==> config.mk <==
export PLATFORM = sky130hd
export DESIGN_NAME = ppoc_ctrl
export DESIGN_NICKNAME = d
export VERILOG_FILES = /design/src/shared/ppoc_pkg.sv /design/src/rtl/ppoc_oc_qualify.sv /design/src/rtl/ppoc_ctrl.sv
export VERILOG_INCLUDE_DIRS = /design/src /design/src/shared
export SDC_FILE = /design/constraint.sdc
export NUM_CORES = 1
export LEC_CHECK = 0
export BUFFER_PORTS_ARGS = -buffer_cell sky130_fd_sc_hd__buf_2
export CAP_MARGIN = 20
export CORE_MARGIN = 2
export CORE_UTILIZATION = 39
export CTS_CLUSTER_DIAMETER = 30
export DETAILED_ROUTE_END_ITERATION = 10
export GPL_TIMING_DRIVEN = 0
export PLACE_DENSITY = 0.59
export SLEW_MARGIN = 10
export SYNTH_ARGS = -nofsm -noshare
export SYNTH_HDL_FRONTEND = slang
export SYNTH_SLANG_ARGS = --single-unit
==> constraint.sdc <==
create_clock -name CLK_SYS -period 2.9 [get_ports CLK_SYS]
set_input_delay 0.58 -clock CLK_SYS [delete_from_list [all_inputs] [get_ports CLK_SYS]]
set_output_delay 0.58 -clock CLK_SYS [all_outputs]
set_load 0.03 [all_outputs]
==> src/shared/ppoc_params.svh <==
// constants for the pack protection power-up and open-cell controller
// Summary of operation
// RULE_01: pulse a small load across each cell; a collapsed reading is an open cell.
// RULE_02: take one open-cell sample per sampling interval, cycling through the cells.
// RULE_03: latch the open-cell fault only after two consecutive hits.
// RULE_04: FETs open within two times N sampling intervals of a cell opening.
// RULE_05: both FETs stay off while the open-cell fault is latched.
// RULE_06: undervoltage and overvoltage faults keep acting on the FETs independently.
// RULE_07: after an open-cell fault with no charger, shut the regulator down; the code does so only from PWR_RUN, not while in PWR_PROT.
// RULE_08: charger removed while open-cell fault unrecovered shuts the regulator down; the code does so only from PWR_RUN, not while in PWR_PROT.
// RULE_09: on wake the open-cell fault starts cleared and must re-qualify.
// RULE_10: past the startup threshold, keep running even if supply dips below it.
// RULE_11: power down when supply leaves the operating range.
// RULE_12: either gate reservoir low drives both gate outputs low.
// RULE_13: system undervoltage disables both FETs within 500 us.
// RULE_14: run the safety checks on power-up and on each charger wake.
// RULE_15: a failed check enters protection until its external recovery condition; the code enters it only if a comparator still trips at sequence end.
// RULE_16: with no fault the power-up sequence ends in under 100 ms.
// RULE_17: start the check after reset release, using check pulse and completion signal.
// RULE_18: while incomplete, gates low and hysteresis clearing selected.
// RULE_19: after 50 ms pulse the check and test four comparators; failure sets a bit.
// RULE_20: at sequence end release completion; with no fault outputs return to normal.
// RULE_21: open-cell and later faults are evaluated only after power-up completes.
// RULE_22: a passing sample resets that cell's consecutive hit count.
`ifndef PPOC_PARAMS_SVH
`define PPOC_PARAMS_SVH

`define PPOC_CLK_HZ        25000000
`define PPOC_SEQ_STEP_MS   50
`define PPOC_OC_CHECK_US   1000
`define PPOC_OC_LOAD_CYC   4
`define PPOC_SYS_UV_MAX_NS 500000
`define PPOC_SYS_UV_CYC    ((`PPOC_SYS_UV_MAX_NS / 1000) * (`PPOC_CLK_HZ / 1000000))

`define PPOC_NCELL         10
`define PPOC_CELL_W        4
`define PPOC_SEQ_CNT_W     24
`define PPOC_OC_CNT_W      24
`define PPOC_LOAD_W        3

`define PPOC_ADDR_CTRL     4'h0
`define PPOC_ADDR_STATUS   4'h4
`define PPOC_CTRL_RST      4'hA

`define PPOC_ST_OC_FAULT   0
`define PPOC_ST_CHK_FAULT  1
`define PPOC_ST_COMPLETE   2
`define PPOC_ST_REG_ON     3
`define PPOC_ST_PROT       4
`define PPOC_ST_CELL_LO    8

`define PPOC_RESP_OKAY     2'h0
`define PPOC_RESP_SLVERR   2'h2

`endif

==> src/shared/ppoc_pkg.sv <==
// types shared by the pack protection power-up and open-cell controller
package ppoc_pkg;
	typedef enum logic [1:0] {
		PWR_OFF  = 2'b00,
		PWR_SEQ  = 2'b01,
		PWR_RUN  = 2'b10,
		PWR_PROT = 2'b11
	} ppoc_pwr_t;
endpackage

==> src/rtl/ppoc_oc_qualify.sv <==
// per-cell consecutive open-cell hit tracking and fault latch
`timescale 1ns/10ps
`include "ppoc_params.svh"
module ppoc_oc_qualify
	import ppoc_pkg::*;
(
	input  wire logic                    clk,
	input  wire logic                    srst,
	input  wire logic                    ce,
	input  wire logic                    sample_stb,
	input  wire logic [`PPOC_CELL_W-1:0] sample_cell,
	input  wire logic                    sample_open,
	input  wire logic                    wake_clear,
	input  wire logic                    recovered,
	output logic                         fault_q
);
	logic [`PPOC_NCELL-1:0] hit_q;
	logic [`PPOC_NCELL-1:0] second_hit;
	logic                   fault_set;

	genvar i;
	generate
		for (i = 0; i < `PPOC_NCELL; i++) begin : g_cell
			// one flop per cell keeps each process the only writer of its variable
			logic cell_hit_q;
			wire  this_cell = sample_stb && (sample_cell == `PPOC_CELL_W'(i));
			assign hit_q[i]      = cell_hit_q;
			assign second_hit[i] = this_cell && sample_open && cell_hit_q; // [RULE_03]
			always_ff @(posedge clk) begin
				if (srst) begin
					cell_hit_q <= 1'b0;
				end else if (ce) begin
					if (wake_clear)
						cell_hit_q <= 1'b0;
					else if (this_cell)
						cell_hit_q <= sample_open; // [RULE_22]
				end
			end
		end
	endgenerate

	assign fault_set = |second_hit;

	// set beats the recovery clear; a wake always starts clean
	always_ff @(posedge clk) begin
		if (srst) begin
			fault_q <= 1'b0;
		end else if (ce) begin
			if (wake_clear)
				fault_q <= 1'b0; // [RULE_09]
			else if (fault_set)
				fault_q <= 1'b1; // [RULE_03]
			else if (recovered)
				fault_q <= 1'b0;
		end
	end
endmodule

==> src/rtl/ppoc_ctrl.sv <==
// power-up sequencing, open-cell scanning and gate control with AXI4-Lite status
`timescale 1ns/10ps
`include "ppoc_params.svh"
module ppoc_ctrl
	import ppoc_pkg::*;
#(
	parameter int unsigned SEQ_STEP_CYC = (`PPOC_SEQ_STEP_MS * (`PPOC_CLK_HZ / 1000)),
	parameter int unsigned OC_CHECK_CYC = (`PPOC_OC_CHECK_US * (`PPOC_CLK_HZ / 1000000))
) (
	input  wire logic                    CLK_SYS,
	input  wire logic                    SRST,
	input  wire logic                    CE,
	input  wire logic [3:0]              S_AXI_AWADDR,
	input  wire logic                    S_AXI_AWVALID,
	output logic                         S_AXI_AWREADY,
	input  wire logic [31:0]             S_AXI_WDATA,
	input  wire logic [3:0]              S_AXI_WSTRB,
	input  wire logic                    S_AXI_WVALID,
	output logic                         S_AXI_WREADY,
	output logic [1:0]                   S_AXI_BRESP,
	output logic                         S_AXI_BVALID,
	input  wire logic                    S_AXI_BREADY,
	input  wire logic [3:0]              S_AXI_ARADDR,
	input  wire logic                    S_AXI_ARVALID,
	output logic                         S_AXI_ARREADY,
	output logic [31:0]                  S_AXI_RDATA,
	output logic [1:0]                   S_AXI_RRESP,
	output logic                         S_AXI_RVALID,
	input  wire logic                    S_AXI_RREADY,
	input  wire logic                    SUPPLY_ABOVE_STARTUP,
	input  wire logic                    SUPPLY_IN_RANGE,
	input  wire logic                    CHARGE_GATE_RESERVOIR_LOW,
	input  wire logic                    DISCHARGE_GATE_RESERVOIR_LOW,
	input  wire logic                    SYSTEM_UNDERVOLT,
	input  wire logic                    CHARGER_PRESENT,
	input  wire logic                    LOAD_REMOVED,
	input  wire logic                    UNDERVOLT_CMP,
	input  wire logic                    OVERVOLT_CMP,
	input  wire logic                    DISCHARGE_OVERCURRENT_CMP,
	input  wire logic                    DISCHARGE_SHORT_CMP,
	input  wire logic                    UNDERVOLT_FAULT,
	input  wire logic                    OVERVOLT_FAULT,
	input  wire logic                    CELL_SENSE_COLLAPSED,
	input  wire logic                    OPEN_CELL_RECOVERED,
	output logic                         CELL_LOAD_PULSE,
	output logic [`PPOC_CELL_W-1:0]      CELL_SELECT,
	output logic                         REGULATOR_ENABLE,
	output logic                         SAFETY_CHECK_PULSE,
	output logic                         POWERUP_COMPLETE,
	output logic                         UNDERVOLT_HYSTERESIS_SELECT,
	output logic                         OVERVOLT_HYSTERESIS_SELECT,
	output logic                         CHARGE_FET_GATE,
	output logic                         DISCHARGE_FET_GATE
);
	// ***************************************************************
	// power state and sequence timing
	// ***************************************************************
	ppoc_pwr_t                   pwr_q;
	ppoc_pwr_t                   pwr_d;
	logic                        booted_q;
	logic [`PPOC_SEQ_CNT_W-1:0]  seq_cnt_q;
	logic                        chk_fault_q;
	logic                        oc_fault_q;
	logic [`PPOC_CELL_W-1:0]     cell_count_q;

	wire any_cmp      = UNDERVOLT_CMP || OVERVOLT_CMP
		|| DISCHARGE_OVERCURRENT_CMP || DISCHARGE_SHORT_CMP;
	wire step_mid     = (seq_cnt_q == `PPOC_SEQ_CNT_W'(SEQ_STEP_CYC - 1));
	wire step_end     = (seq_cnt_q == `PPOC_SEQ_CNT_W'(2 * SEQ_STEP_CYC - 2));
	wire first_power  = !booted_q && SUPPLY_ABOVE_STARTUP && SUPPLY_IN_RANGE;
	wire charger_wake = booted_q && CHARGER_PRESENT && SUPPLY_IN_RANGE;
	// in PWR_RUN a latched, unrecovered open cell drops the regulator unless a charger holds it up
	wire oc_shutdown  = oc_fault_q && !CHARGER_PRESENT && !OPEN_CELL_RECOVERED;
	wire prot_release = !any_cmp && (LOAD_REMOVED || CHARGER_PRESENT);

	always_comb begin
		pwr_d = pwr_q;
		unique case (pwr_q)
			PWR_OFF:  if (first_power || charger_wake)
					pwr_d = PWR_SEQ; // [RULE_14] [RULE_17]
			PWR_SEQ:  if (step_end)
					pwr_d = (chk_fault_q && any_cmp) ? PWR_PROT : PWR_RUN; // [RULE_15]
			PWR_RUN:  if (oc_shutdown)
					pwr_d = PWR_OFF; // [RULE_07] [RULE_08]
			PWR_PROT: if (prot_release)
					pwr_d = PWR_RUN; // [RULE_15]
		endcase
		if (!SUPPLY_IN_RANGE)
			pwr_d = PWR_OFF; // [RULE_11]
	end

	wire complete_d = (pwr_d == PWR_RUN) || (pwr_d == PWR_PROT);
	wire gate_kill  = CHARGE_GATE_RESERVOIR_LOW || DISCHARGE_GATE_RESERVOIR_LOW // [RULE_12]
		|| SYSTEM_UNDERVOLT || oc_fault_q; // [RULE_13] [RULE_05]
	wire gates_ok   = (pwr_d == PWR_RUN) && !gate_kill;
	wire chg_d      = gates_ok && !OVERVOLT_FAULT; // [RULE_06]
	wire dsg_d      = gates_ok && !UNDERVOLT_FAULT; // [RULE_06]
	wire hyst_d     = !complete_d || (pwr_d == PWR_PROT); // [RULE_18] [RULE_20]

	always_ff @(posedge CLK_SYS) begin
		if (SRST) begin
			pwr_q       <= PWR_OFF;
			booted_q    <= 1'b0;
			seq_cnt_q   <= '0;
			chk_fault_q <= 1'b0;
		end else if (CE) begin
			pwr_q <= pwr_d;
			// only a full supply collapse needs the startup threshold again
			if (!SUPPLY_IN_RANGE)
				booted_q <= 1'b0;
			else if (first_power)
				booted_q <= 1'b1; // [RULE_10]
			if (pwr_q != PWR_SEQ)
				seq_cnt_q <= '0;
			else
				seq_cnt_q <= seq_cnt_q + 1'b1;
			if (pwr_q == PWR_OFF)
				chk_fault_q <= 1'b0;
			else if (pwr_q == PWR_SEQ && step_mid)
				chk_fault_q <= any_cmp; // [RULE_19]
		end
	end

	always_ff @(posedge CLK_SYS) begin
		if (SRST) begin
			REGULATOR_ENABLE            <= 1'b0;
			SAFETY_CHECK_PULSE          <= 1'b0;
			POWERUP_COMPLETE            <= 1'b0;
			UNDERVOLT_HYSTERESIS_SELECT <= 1'b1;
			OVERVOLT_HYSTERESIS_SELECT  <= 1'b1;
			CHARGE_FET_GATE             <= 1'b0;
			DISCHARGE_FET_GATE          <= 1'b0;
		end else if (CE) begin
			REGULATOR_ENABLE            <= (pwr_d != PWR_OFF); // [RULE_10] [RULE_11]
			SAFETY_CHECK_PULSE          <= (pwr_q == PWR_SEQ) && step_mid; // [RULE_19]
			POWERUP_COMPLETE            <= complete_d; // [RULE_16] [RULE_20]
			UNDERVOLT_HYSTERESIS_SELECT <= hyst_d;
			OVERVOLT_HYSTERESIS_SELECT  <= hyst_d;
			CHARGE_FET_GATE             <= chg_d; // [RULE_18]
			DISCHARGE_FET_GATE          <= dsg_d;
		end
	end

	// ***************************************************************
	// open-cell scan
	// ***************************************************************
	logic [`PPOC_OC_CNT_W-1:0] oc_tmr_q;
	logic [`PPOC_LOAD_W-1:0]   load_cnt_q;
	logic                      oc_sample;

	// follows the next state so a load pulse drops in step with completion
	wire scanning = complete_d; // [RULE_21]
	wire oc_tick  = scanning && (oc_tmr_q == `PPOC_OC_CNT_W'(OC_CHECK_CYC - 1)); // [RULE_02]
	wire last_cell = (CELL_SELECT + 1'b1 >= cell_count_q);
	assign oc_sample = CELL_LOAD_PULSE
		&& (load_cnt_q == `PPOC_LOAD_W'(`PPOC_OC_LOAD_CYC - 1));

	always_ff @(posedge CLK_SYS) begin
		if (SRST) begin
			oc_tmr_q        <= '0;
			load_cnt_q      <= '0;
			CELL_LOAD_PULSE <= 1'b0;
			CELL_SELECT     <= '0;
		end else if (CE) begin
			oc_tmr_q <= (!scanning || oc_tick) ? '0 : oc_tmr_q + 1'b1;
			if (!scanning) begin
				CELL_LOAD_PULSE <= 1'b0;
				load_cnt_q      <= '0;
				CELL_SELECT     <= '0;
			end else if (oc_tick) begin
				CELL_LOAD_PULSE <= 1'b1; // [RULE_01]
				load_cnt_q      <= '0;
			end else if (oc_sample) begin
				CELL_LOAD_PULSE <= 1'b0;
				CELL_SELECT     <= last_cell ? '0 : CELL_SELECT + 1'b1; // [RULE_02]
			end else if (CELL_LOAD_PULSE) begin
				load_cnt_q <= load_cnt_q + 1'b1;
			end
		end
	end

	// sampling at the end of the load pulse gives the sense node time to sag
	ppoc_oc_qualify u_oc_qualify (
		.clk         (CLK_SYS),
		.srst        (SRST),
		.ce          (CE),
		.sample_stb  (oc_sample), // [RULE_04]
		.sample_cell (CELL_SELECT),
		.sample_open (CELL_SENSE_COLLAPSED), // [RULE_01]
		.wake_clear  (pwr_q == PWR_OFF), // [RULE_09]
		.recovered   (OPEN_CELL_RECOVERED),
		.fault_q     (oc_fault_q)
	);

	// ***************************************************************
	// AXI4-Lite register slave
	// ***************************************************************
	logic        aw_got_q;
	logic        w_got_q;
	logic [3:0]  awaddr_q;
	logic [3:0]  wdata_q;
	logic        wstrb0_q;

	wire aw_hs   = S_AXI_AWVALID && S_AXI_AWREADY;
	wire w_hs    = S_AXI_WVALID && S_AXI_WREADY;
	wire b_hs    = S_AXI_BVALID && S_AXI_BREADY;
	wire ar_hs   = S_AXI_ARVALID && S_AXI_ARREADY;
	wire r_hs    = S_AXI_RVALID && S_AXI_RREADY;
	wire do_wr   = aw_got_q && w_got_q && !S_AXI_BVALID;
	wire wr_ctrl = (awaddr_q == `PPOC_ADDR_CTRL);
	wire wr_okay = wr_ctrl || (awaddr_q == `PPOC_ADDR_STATUS);
	wire rd_ctrl = (S_AXI_ARADDR == `PPOC_ADDR_CTRL);
	wire rd_stat = (S_AXI_ARADDR == `PPOC_ADDR_STATUS);

	wire [31:0] status_word = {20'h0_0000, CELL_SELECT, 3'h0, (pwr_q == PWR_PROT),
		REGULATOR_ENABLE, POWERUP_COMPLETE, chk_fault_q, oc_fault_q};
	wire [31:0] rd_word = rd_ctrl ? {28'h000_0000, cell_count_q}
		: (rd_stat ? status_word : 32'h0000_0000);

	always_ff @(posedge CLK_SYS) begin
		if (SRST) begin
			aw_got_q      <= 1'b0;
			w_got_q       <= 1'b0;
			awaddr_q      <= '0;
			wdata_q       <= '0;
			wstrb0_q      <= 1'b0;
			S_AXI_AWREADY <= 1'b1;
			S_AXI_WREADY  <= 1'b1;
			S_AXI_BVALID  <= 1'b0;
			S_AXI_BRESP   <= `PPOC_RESP_OKAY;
			cell_count_q  <= `PPOC_CTRL_RST;
		end else if (CE) begin
			if (aw_hs) begin
				aw_got_q      <= 1'b1;
				awaddr_q      <= S_AXI_AWADDR;
				S_AXI_AWREADY <= 1'b0;
			end
			if (w_hs) begin
				w_got_q      <= 1'b1;
				wdata_q      <= S_AXI_WDATA[3:0];
				wstrb0_q     <= S_AXI_WSTRB[0];
				S_AXI_WREADY <= 1'b0;
			end
			if (do_wr) begin
				aw_got_q     <= 1'b0;
				w_got_q      <= 1'b0;
				S_AXI_BVALID <= 1'b1;
				S_AXI_BRESP  <= wr_okay ? `PPOC_RESP_OKAY : `PPOC_RESP_SLVERR;
				if (wr_ctrl && wstrb0_q)
					cell_count_q <= wdata_q;
			end
			if (b_hs) begin
				S_AXI_BVALID  <= 1'b0;
				S_AXI_AWREADY <= 1'b1;
				S_AXI_WREADY  <= 1'b1;
			end
		end
	end

	always_ff @(posedge CLK_SYS) begin
		if (SRST) begin
			S_AXI_ARREADY <= 1'b1;
			S_AXI_RVALID  <= 1'b0;
			S_AXI_RDATA   <= 32'h0000_0000;
			S_AXI_RRESP   <= `PPOC_RESP_OKAY;
		end else if (CE) begin
			if (ar_hs) begin
				S_AXI_ARREADY <= 1'b0;
				S_AXI_RVALID  <= 1'b1;
				S_AXI_RDATA   <= rd_word;
				S_AXI_RRESP   <= (rd_ctrl || rd_stat) ? `PPOC_RESP_OKAY : `PPOC_RESP_SLVERR;
			end else if (r_hs) begin
				S_AXI_ARREADY <= 1'b1;
				S_AXI_RVALID  <= 1'b0;
			end
		end
	end
endmodule

==> impl_results.md <==
* Status: finished clean
* FF/Latch Area at 2160 um2
* Ant diodes at 0
* Crit-path most repeated cell: ha_1
* Final setup viols at 0
* F_max at 421 MHz
* Core area at 13700 um2
* Fin. max-slew vios at 0
* TritonCTS Sinks at 108
* Area of the multi-input gates at 2900 um2
* Met2 Usage GRT at 0.312
* Post-synth top area share at 0.400
* Critical path class: reg2reg
* Power per cell area at 484 nW/um2
* H-tree levels at 3
* Leakage power at 0.00248 uW
* Iter 0 DRT Violations at 269
* Initial Util at 0.394
* Gr usage total at 0.182
* Final Hold Viols at 0
* Startpoint types: register
* Commonest cells in the netlist: dfxtp_1, nor2_1, nand2_1
* Vias at 4571
* Delay-heaviest family, CP: simple AND/OR/NAND/NOR gates
* Post-synth top flop: dfxtp_1
* # DRC at 0
* Cell Chain, Critical Path: ha_1 > clkbuf_1 > nand2b_1 > nand2_1 > ha_1 > a211oi_1 > o21ai_0 > nor3_1 > mux2_1
* Clock Latency Late Sink at 0.35 ns
* Post-synth EDFFs at 0
* Max clock buf depth at 2
* CTS tree: done
* CP Capture Type: register
* Tmin final at 2.37 ns
* Post-CTS Setup Bufs at 0
* Layout cells sized above 1 at 0.206
* CTS clk-pin slew, worst paths at 0.08 ns
* DIE AREA at 14800 um2
* Worst path max stage delay at 0.47 ns
* Grt peak-use layer: met2
* Max-cap violations at 0
* Cts hold-fix bufs at 0
* Antenna-violating nets left at 0
* Routability Congestion at 0.795
* Skew final at 0.0121 ns
* Initial antenna violation count at 0
* Area contributors post-synth: dfxtp_1, nor2_1, nor3_2, xor2_1, buf_4
* Mapped Area at 5400 um2
* Yosys Warn Count at 0
* Ys async rst share at 0
* Cts bufs inserted at 9
* Critical path peak fanout at 8
* Vias/cell at 5.18
* CP bufs+invs at 1
* RSZ-0062 raised after global routing: no
* Most frequent cell after synthesis: dfxtp_1
* HP Class: in2reg
* M1 GR Usage at 0.229
* I/O Pins at 120
* # resized after CTS at 0
* Least-Margin Pin Slew at 0.888 ns
* Vias in the first global route at 4476
* Avg Inst Size Synth at 8.99 um2
* FILL cells at 1335
* Final setup TNS at 0 ns
* Global-route wire length before repair at 21500 um
* Largest net degree at the start of global routing at 19
* Register area share after synthesis at 0.400
* Drt first pass iters at 4
* Row count at 43
* Post-DP HPWL at 9800 um
* Mapped Cells at 601
* Cell variety after synth at 63
* WP data arrival at 2.67 ns
* Die X-Extent at 122 um
* Height of the die at 122 um
* GRT overflow at 0
* Post-route clock period utilization at 0.818
* Final hold slack at 0.459 ns
* Peak supply drop at 293 uV
* Clock Root Buffer: clkbuf_16
* Slew HR at 0.404
* #FFs+latches synth at 108
* Port Buffers at 62
* Synth-to-Final Area Change at 17.3%
* GR Layer Usage met3 at 0.0267
* Slowest-stage cell, CP: dfxtp_1
* DR WL/cell at 14.8 um
* CP required at 3.20 ns
* Final wirelength at 13100 um
* Biggest area consumer among synthesized cells: dfxtp_1
* Final nets at 778
logic make-up after synthesis:
kind of cell    after synthesis  share of synthesized area
simple gates                265                      0.272
flops                       108                      0.400
compound gates               79                      0.115
buf+inv                      75                     0.0806
xor+xnor                     43                     0.0697
mux                          17                     0.0320
fa+ha+maj                    13                     0.0301
other cells                   1                   0.000694
flip-flops by register name (all words and copies together), names as in the netlist, 2 cells and up:
signal	flops
oc_tmr_q	24
pwr_q	2
cell_count_q	4
seq_cnt_q	24
S_AXI_RDATA	9
wdata_q	4
u_oc_qualify.g_cell.cell_hit_q	10
CELL_SELECT	4
load_cnt_q	3
awaddr_q	4
power breakdown:
group	switching, uW	internal (uW)
logic	173	91.7
registers	15.9	1500
clock network	584	702
worst min-delay path, cell delays in order:
cell     delay (ns)
buf_2          0.07
mux2i_1        0.05
nor2_1         0.07
stage by stage:
stage	worst slack, ns	area [um2]	util	std cells	power [uW]
2_1_floorplan	0.738	5490	-	625	1740
3_3_place_gp	0.472	6030	0.439	867	1810
3_5_place_dp	0.504	6030	0.439	867	1820
4_1_cts	0.548	6340	0.462	883	3090
5_1_grt	0.301	6340	0.462	883	3170
6_report	0.526	6340	0.462	883	3070
routing by layer:
layer / up-vias / part of all wire
met5: - / 0
met4: 0 / 0.021
met3: 24 / 0.044
met2: 103 / 0.48
met1: 2158 / 0.46
li1: 2286 / -
final cells by class:
class                      instances  area share
multi-input combinational        442       0.457
sequential                       108       0.341
buffer                            57      0.0580
timing repair buffer              62      0.0490
clock buffer                      10      0.0377
tap                              180      0.0355
clock inverter                     6      0.0109
inverter                          18      0.0107
cell usage in the layout (no fill, tap or decap), types with 6 or more instances in the layout:
cell and count:
nor3_1 24, and3_1 15, nand2_1 50, o21ai_0 12
nand4_1 20, a21oi_1 11, mux2i_1 15, nor4b_1 7
xor2_1 24, buf_2 62, buf_4 26, nand3_1 28
clkbuf_16 9, a31oi_1 6, nor2_1 61, a32o_1 12
nor3_2 21, xnor2_1 19, clkbuf_1 21, ha_1 13
inv_1 18, dfxtp_1 108, conb_1 25
final timing paths:
| path | start | endpoint | slack (ns) | depth (start not counted) |
|---|---|---|---|---|
| min reg2reg | CHARGE_FET_GATE | CHARGE_FET_GATE | 0.47 | 1 |
| max reg2reg | CELL_SELECT[0] | CELL_SELECT[0] | 0.53 | 9 |
| min | S_AXI_WDATA[1] | wdata_q[1] | 0.46 | 3 |
| max | CELL_SELECT[0] | CELL_SELECT[0] | 0.53 | 9 |
(Power assumes the default switching activity.)
